### src/umaf_pkg.sv
/*
 * Constants, types and states for the multiprocessor address filter receiver.
 * Assumes a single 200 MHz core clock and a synchronous active-high reset.
 */
package umaf_pkg;
    localparam int CLK_MHZ = 200;
    localparam logic [1:0] PRE_DIV12 = 2'h0;
    localparam logic [1:0] PRE_DIV4 = 2'h1;
    localparam logic [1:0] PRE_DIV48 = 2'h2;
    localparam logic [1:0] PRE_EXT8 = 2'h3;
    localparam logic [5:0] DIV12_TOP = 6'h0B;
    localparam logic [5:0] DIV4_TOP = 6'h03;
    localparam logic [5:0] DIV48_TOP = 6'h2F;
    localparam logic [5:0] EXT8_TOP = 6'h07;
    localparam logic [7:0] TIMER_TOP = 8'hFF;
    localparam logic [7:0] BROADCAST_ALL = 8'hFF;
    localparam logic [2:0] LAST_BIT = 3'h7;
    localparam int FIFO_DEPTH = 32;

    typedef struct packed {
        logic ninth;
        logic [7:0] data;
    } umaf_rxword_s;

    typedef enum logic [4:0] {
        RX_IDLE = 5'b00001,
        RX_START = 5'b00010,
        RX_DATA = 5'b00100,
        RX_NINTH = 5'b01000,
        RX_STOP = 5'b10000
    } umaf_rxstate_e;
endpackage

### src/umaf_fifo.sv
/*
 * Synchronous FIFO with registered read data and valid/ready on both sides.
 * Assumes both sides run on the same clock.
 */
module umaf_fifo #(
    parameter int WIDTH = 9,
    parameter int DEPTH = 32
) (
    // Clock and reset
    input wire logic clk,
    input wire logic srst,
    // Fill side
    input wire logic inValid,
    output logic inReady,
    input wire logic [WIDTH-1:0] inData,
    // Drain side
    output logic outValid,
    input wire logic outReady,
    output logic [WIDTH-1:0] outData
);
    localparam int AW = $clog2(DEPTH);

    logic [WIDTH-1:0] mem [DEPTH];
    logic [AW-1:0] wrPtr_r;
    logic [AW-1:0] rdPtr_r;
    logic [AW:0] count_r;
    logic outValid_r;
    logic [WIDTH-1:0] outData_r;

    wire logic full = (count_r == (AW+1)'(DEPTH));
    wire logic empty = (count_r == '0);
    wire logic push = inValid && !full;
    wire logic pop = !empty && (!outValid_r || outReady);

    assign inReady = !full;
    assign outValid = outValid_r;
    assign outData = outData_r;

    // Storage carries no reset
    always_ff @(posedge clk) begin
        if (push) begin
            mem[wrPtr_r] <= inData;
        end
    end

    always_ff @(posedge clk) begin
        if (srst) begin
            wrPtr_r <= '0;
            rdPtr_r <= '0;
            count_r <= '0;
            outValid_r <= 1'b0;
            outData_r <= '0;
        end else begin
            wrPtr_r <= push ? wrPtr_r + 1'b1 : wrPtr_r;
            rdPtr_r <= pop ? rdPtr_r + 1'b1 : rdPtr_r;
            count_r <= count_r + (AW+1)'(push) - (AW+1)'(pop);
            if (pop) begin
                outValid_r <= 1'b1;
                outData_r <= mem[rdPtr_r];
            end else if (outReady) begin
                outValid_r <= 1'b0;
            end
        end
    end
endmodule // umaf_fifo

### src/umaf_top.sv
/*
 * Receive side of the primary serial port with baud timer and address filter.
 * Assumes rxPin and ext_osc_clock are asynchronous pins; config ports are stable logic.
 */
module umaf_top
    import umaf_pkg::*;
(
    // Clock and reset
    input wire logic clk,
    input wire logic srst,
    // Pins
    input wire logic rxPin,
    input wire logic extOscClock,
    // Configuration
    input wire logic nineBitMode,
    input wire logic multiprocAddrSelect,
    input wire logic [7:0] slaveAddressReg,
    input wire logic [7:0] slaveAddressMask,
    input wire logic [1:0] timer1PrescaleSel,
    input wire logic timer1DirectClockSel,
    input wire logic [7:0] timerReload,
    input wire logic overrunClear,
    // Status
    output logic rxNinthBit,
    output logic rxEvent,
    output logic rxOverrun,
    // Received words
    output logic rxValid,
    input wire logic rxReady,
    output umaf_rxword_s rxWord
);
    // Pin synchronisers
    logic rxMeta_r;
    logic rxSync_r;
    logic rxPrev_r;
    logic extMeta_r;
    logic extSync_r;
    logic extPrev_r;

    always_ff @(posedge clk) begin
        if (srst) begin
            rxMeta_r <= 1'b1;
            rxSync_r <= 1'b1;
            rxPrev_r <= 1'b1;
            extMeta_r <= 1'b0;
            extSync_r <= 1'b0;
            extPrev_r <= 1'b0;
        end else begin
            rxMeta_r <= rxPin;
            rxSync_r <= rxMeta_r;
            rxPrev_r <= rxSync_r;
            extMeta_r <= extOscClock;
            extSync_r <= extMeta_r;
            extPrev_r <= extSync_r;
        end
    end

    wire logic extRise = extSync_r && !extPrev_r;
    wire logic rxFall = !rxSync_r && rxPrev_r;

    // Prescaler
    logic [5:0] preCnt_r;
    logic [5:0] preCnt_nxt;
    wire logic useExt = (timer1PrescaleSel == PRE_EXT8);
    wire logic preStep = useExt ? extRise : 1'b1;
    wire logic [5:0] preTop = (timer1PrescaleSel == PRE_DIV12) ? DIV12_TOP :
                              (timer1PrescaleSel == PRE_DIV4) ? DIV4_TOP :
                              (timer1PrescaleSel == PRE_DIV48) ? DIV48_TOP : EXT8_TOP;
    wire logic preWrap = preStep && (preCnt_r >= preTop);
    wire logic tmrTick = timer1DirectClockSel ? 1'b1 : preWrap;

    assign preCnt_nxt = preWrap ? 6'h00 : (preStep ? preCnt_r + 6'h01 : preCnt_r);

    always_ff @(posedge clk) begin
        if (srst) begin
            preCnt_r <= 6'h00;
        end else begin
            preCnt_r <= preCnt_nxt;
        end
    end

    // Auto-reload baud timer; each overflow is half a bit time
    logic [7:0] tmr_r;
    wire logic tmrOvf = tmrTick && (tmr_r == TIMER_TOP);

    always_ff @(posedge clk) begin
        if (srst) begin
            tmr_r <= 8'h00;
        end else if (tmrTick) begin
            tmr_r <= tmrOvf ? timerReload : tmr_r + 8'h01;
        end
    end

    // Address decode
    wire logic [7:0] broadcastAddr = slaveAddressReg | slaveAddressMask;
    logic [7:0] shift_r;
    logic ninth_r;
    wire logic maskedHit = ((shift_r & slaveAddressMask) ==
                            (slaveAddressReg & slaveAddressMask));
    wire logic broadcastHit = ((shift_r & broadcastAddr) == broadcastAddr);
    wire logic addrHit = maskedHit || broadcastHit;
    wire logic filterOn = nineBitMode && multiprocAddrSelect;
    wire logic passFilter = !filterOn || (ninth_r && addrHit);

    // Receiver state machine
    umaf_rxstate_e state_r;
    umaf_rxstate_e state_nxt;
    logic half_r;
    logic [2:0] bitCnt_r;
    wire logic sampleNow = tmrOvf && half_r;
    wire logic stopSample = (state_r == RX_STOP) && sampleNow;
    wire logic acceptByte = stopSample && passFilter;
    wire logic fifoReady;

    always_comb begin
        state_nxt = state_r;
        case (state_r)
            RX_IDLE: begin
                if (rxFall) begin
                    state_nxt = RX_START;
                end
            end
            RX_START: begin
                if (tmrOvf) begin
                    state_nxt = rxSync_r ? RX_IDLE : RX_DATA;
                end
            end
            RX_DATA: begin
                if (sampleNow && bitCnt_r == LAST_BIT) begin
                    state_nxt = nineBitMode ? RX_NINTH : RX_STOP;
                end
            end
            RX_NINTH: begin
                if (sampleNow) begin
                    state_nxt = RX_STOP;
                end
            end
            RX_STOP: begin
                if (sampleNow) begin
                    state_nxt = RX_IDLE;
                end
            end
            default: begin
                state_nxt = RX_IDLE;
            end
        endcase
    end

    always_ff @(posedge clk) begin
        if (srst) begin
            state_r <= RX_IDLE;
            half_r <= 1'b0;
            bitCnt_r <= 3'h0;
        end else begin
            state_r <= state_nxt;
            if (state_r == RX_START) begin
                half_r <= 1'b0;
                bitCnt_r <= 3'h0;
            end else if (tmrOvf) begin
                half_r <= !half_r;
                bitCnt_r <= (sampleNow && state_r == RX_DATA) ? bitCnt_r + 3'h1 : bitCnt_r;
            end
        end
    end

    // Shift register and ninth bit; in eight-bit mode the stop bit takes the ninth place
    always_ff @(posedge clk) begin
        if (srst) begin
            shift_r <= 8'h00;
            ninth_r <= 1'b0;
        end else if (sampleNow && state_r == RX_DATA) begin
            shift_r <= {rxSync_r, shift_r[7:1]};
        end else if (sampleNow && state_r == RX_NINTH) begin
            ninth_r <= rxSync_r;
        end else if (sampleNow && state_r == RX_STOP && !nineBitMode) begin
            ninth_r <= rxSync_r;
        end
    end

    // Status outputs
    logic rxNinthBit_r;
    logic rxEvent_r;
    logic rxOverrun_r;
    wire logic stopBitNow = nineBitMode ? ninth_r : rxSync_r;
    wire logic pushWord = acceptByte && fifoReady;

    always_ff @(posedge clk) begin
        if (srst) begin
            rxNinthBit_r <= 1'b0;
            rxEvent_r <= 1'b0;
            rxOverrun_r <= 1'b0;
        end else begin
            rxNinthBit_r <= pushWord ? stopBitNow : rxNinthBit_r;
            rxEvent_r <= pushWord;
            rxOverrun_r <= (acceptByte && !fifoReady) || (rxOverrun_r && !overrunClear);
        end
    end

    assign rxNinthBit = rxNinthBit_r;
    assign rxEvent = rxEvent_r;
    assign rxOverrun = rxOverrun_r;

    // Received word buffer
    umaf_rxword_s pushData;
    assign pushData.ninth = stopBitNow;
    assign pushData.data = shift_r;

    umaf_fifo #(
        .WIDTH($bits(umaf_rxword_s)),
        .DEPTH(FIFO_DEPTH)
    ) u_fifo (
        .clk(clk),
        .srst(srst),
        .inValid(acceptByte),
        .inReady(fifoReady),
        .inData(pushData),
        .outValid(rxValid),
        .outReady(rxReady),
        .outData(rxWord)
    );
endmodule // umaf_top

### config.mk
export PLATFORM = sky130hd
export DESIGN_NAME = umaf_top
export DESIGN_NICKNAME = d
export VERILOG_FILES = /design/src/umaf_pkg.sv /design/src/umaf_fifo.sv /design/src/umaf_top.sv
export SDC_FILE = /design/constraint.sdc
export NUM_CORES = 1
export LEC_CHECK = 0
export ABC_AREA = 1
export BUFFER_PORTS_ARGS = -buffer_cell sky130_fd_sc_hd__buf_2
export CORE_MARGIN = 2
export CORE_UTILIZATION = 50
export CTS_BUF_LIST = sky130_fd_sc_hd__clkbuf_8
export CTS_CLUSTER_SIZE = 25
export DETAILED_ROUTE_END_ITERATION = 12
export GPL_ROUTABILITY_DRIVEN = 0
export PLACE_DENSITY = 0.74
export SYNTH_ARGS = -nofsm -noshare
export SYNTH_HDL_FRONTEND = slang
export SYNTH_SLANG_ARGS = --single-unit
### constraint.sdc
create_clock -name clk -period 4.2 [get_ports clk]
set_input_delay 0.63 -clock clk [delete_from_list [all_inputs] [get_ports clk]]
set_output_delay 0.63 -clock clk [all_outputs]
set_load 0.1 [all_outputs]
==> impl_metrics.env <==
export IMPL_final_max_slew_viol_count=0
export IMPL_cp_max_fo=20
export IMPL_antenna_found_initial=0
export IMPL_synth_nets=1404
export IMPL_grt_max_degree=105
export IMPL_vdd_ir_drop_max_mv=0.437
export IMPL_clkSinkCount=355
export IMPL_fin_skew_ns=0.0296
export IMPL_final_cell_mix="edfxtp_1 (288), nor2_1 (228), o21ai_0 (171), nand2_1 (163), inv_1 (96)"
export IMPL_crit_slowest_cell="dfxtp_1"
export IMPL_dp_slack_ns=0.556
export IMPL_maxSlewHeadroom=0.284
export IMPL_setup_tns_ns=0
export IMPL_stdcell_count=1860
export IMPL_critPathMaxStageDelay_ns=0.80
export IMPL_wl_per_cell_um=18.9
export IMPL_io_pins=48
export IMPL_cpMostUsedCell="nand2_1"
export IMPL_fin_crit_ns=3.25
export IMPL_synth_top_cell_area_share=0.584
export IMPL_final_common_cell="edfxtp_1"
export IMPL_postCtsSetupRepairBufs=0
export IMPL_antenna_cells=0
export IMPL_dp_cells=1757
export IMPL_yosys_top_cells_area="edfxtp_1 (58%), dfxtp_1 (9.1%), o21ai_0 (5.8%)"
export IMPL_core_mm2=0.0289
export IMPL_area_growth_syn_to_layout_pct=12.4
export IMPL_synth_cell_types=41
export IMPL_port_buffers=47
export IMPL_via_per_inst=5.63
export IMPL_grt_total_usage=0.228
export IMPL_hold_viol=0
export IMPL_drtAntennaViolNets=0
export IMPL_die_area_mm2=0.0310
export IMPL_cts_hold_fix_buffers=0
export IMPL_start_util=0.511
export IMPL_first_pass_iters=5
export IMPL_critical_path_class="flip-flop to flip-flop"
export IMPL_finalCritPeriodShare=0.774
export IMPL_drc=0
export IMPL_grt_ovfl_total=0
export IMPL_rows=62
export IMPL_holdWs_ns=0.244
export IMPL_crit_required_ns=4.67
export IMPL_synthCells=1347
export IMPL_rsz0062_at_grt="false"
export IMPL_drtIter0Drc=1190
export IMPL_htreeDepth=2
export IMPL_cts_root_buf="clkbuf_8"
export IMPL_regArea_mm2=0.00999
export IMPL_hpwlAfterDp_um=21100
export IMPL_final_layout_size_suffix_gt1_frac=0.127
export IMPL_clkLatencyLatePin_ns=0.59
export IMPL_setup_viol=0
export IMPL_min_path_type="input pin to flip-flop"
export IMPL_wl_met3_um=2900
export IMPL_ys_seq_elements=355
export IMPL_synth_main_ff_cell="edfxtp_1"
export IMPL_worst_pin_slew_ns=1.07
export IMPL_crit_chain="inv_1 -> o21ai_0 -> nand2_1 -> nor2_1 -> nand2_1 -> nand2_1 -> nand2_1 -> nand2_1 -> nand3_4 -> inv_4 -> ha_1 -> inv_1 -> fa_1 -> o21ai_0 -> a21oi_1 -> o21ai_0 -> a21oi_1"
export IMPL_synth_top_area_cell="edfxtp_1"
export IMPL_top_layer="met4"
export IMPL_wl_met2_um=16900
export IMPL_setup_slack_ns=0.950
export IMPL_yosysSeqAreaShare=0.675
export IMPL_ctsLongestPathBuffers=3
export IMPL_post_synth_cell_area_avg_um2=11.0
export IMPL_routed_wl_um=35100
export IMPL_grt_pass1_wl_um=54600
export IMPL_rrSetupSlack_ns=0.95
export IMPL_cts_buffers=55
export IMPL_multi_input_area_mm2=0.00420
export IMPL_worstPathBufferInverterCount=3
export IMPL_syn_area_mm2=0.0148
export IMPL_power_density_mw_per_mm2=552
export IMPL_timing_fmax_ghz=0.308
export IMPL_yosysWarnings=0
export IMPL_outcome="completed"
export IMPL_nets=1487
export IMPL_wl_met1_um=14300
export IMPL_startpoint_type="flip-flop"
export IMPL_fp_dieH_um=176
export IMPL_critPathTopFamily="flip-flops"
export IMPL_crit_arrival_ns=3.72
export IMPL_grt_pass1_vias=10043
export IMPL_cts_resized=0
export IMPL_die_w_um=176
export IMPL_drv_cap=0
export IMPL_synth_edff_count=288
export IMPL_worst_setup_path_end_kind="flip-flop"
export IMPL_postSynth_asyncResetShare=0
export IMPL_fill_cells=2317
export IMPL_num_vias=10475
export IMPL_clk_pin_slew_worst_paths_ns=0.06
export IMPL_p_leak_uw=0.00615
export IMPL_cts_tree="done"
[path summary, 6_finish.rpt]
kind,from,cells past startpoint,to
setup / recovery,shift_r[3],17,u_fifo.count_r[4]
hold / removal,rxPin,2,rxMeta_r
setup reg to reg,shift_r[3],17,u_fifo.count_r[4]
hold reg to reg,extMeta_r,2,extSync_r
[worst reg2reg max path, cell delays in order (launching register included)]
cell	delay [ns]
dfxtp_1	0.80
inv_1	0.16
o21ai_0	0.11
nand2_1	0.07
nor2_1	0.10
nand2_1	0.06
nand2_1	0.08
nand2_1	0.05
nand2_1	0.18
nand3_4	0.19
inv_4	0.17
ha_1	0.19
inv_1	0.06
fa_1	0.45
o21ai_0	0.18
a21oi_1	0.09
o21ai_0	0.14
a21oi_1	0.05
[cells in the mapped netlist, types with 2 or more instances]
library cell,instances
nand2_4,3
inv_1,79
nand2_2,4
buf_1,3
nand4_1,14
dfxtp_1,67
nor2_1,228
o211ai_1,23
clkinv_1,2
xnor2_1,3
nand3_4,3
and3_1,2
nand3_1,77
o221ai_1,14
nor3_1,8
or2_2,3
nand3b_1,5
xor2_1,5
o21ai_0,172
buf_6,2
o22ai_1,27
buf_2,15
clkbuf_1,47
nor4_1,2
nand2_1,163
ha_1,21
edfxtp_1,288
a21oi_1,54
[power by group]
group	internal (uW)	total [uW]	switching (uW)
clock	1380	2700	1320
combinational	676	2490	1810
sequential	3870	3990	119
[kinds of logic after synthesis]
logic type | share of synthesized area
AO/OA/AOI/OAI | 0.111
flip-flops | 0.675
AND/OR/NAND/NOR | 0.149
XOR/XNOR | 0.00474
buffers and inverters | 0.0411
adder cells (fa/ha/maj) | 0.0191
[routing by layer]
| metal | track usage | up-vias |
|---|---|---|
| met5 | 0 | - |
| met4 | 0.0782 | 0 |
| met3 | 0.0362 | 72 |
| met2 | 0.376 | 501 |
| met1 | 0.309 | 4970 |
| li1 | - | 4932 |
[final cells by class]
class	instances	share of cell area
sequential	355	0.601
multi-input combinational	841	0.253
clock buffer	60	0.0497
timing repair buffer	93	0.0357
tap	384	0.0289
inverter	84	0.0195
clock inverter	43	0.0126
[flip-flops by register name, indices dropped and copies added (netlist names), 3 cells and up]
register / count
bitCnt_r: 3
preCnt_r: 6
shift_r: 8
state_r: 5
tmr_r: 8
u_fifo.count_r: 6
u_fifo.mem: 288
u_fifo.outData: 9
u_fifo.rdPtr_r: 5
u_fifo.wrPtr_r: 5
[per-stage QoR]
step                      area, um2  total power, uW   util
after floorplan               14800             5840      -
after global placement        15600             6470  0.539
after detailed placement      15600             6530  0.539
after CTS                     16600             9190  0.575
after global routing          16600             9630  0.575
final                         16600             9170  0.575
Note: power is estimated with default switching activity, not from simulation.
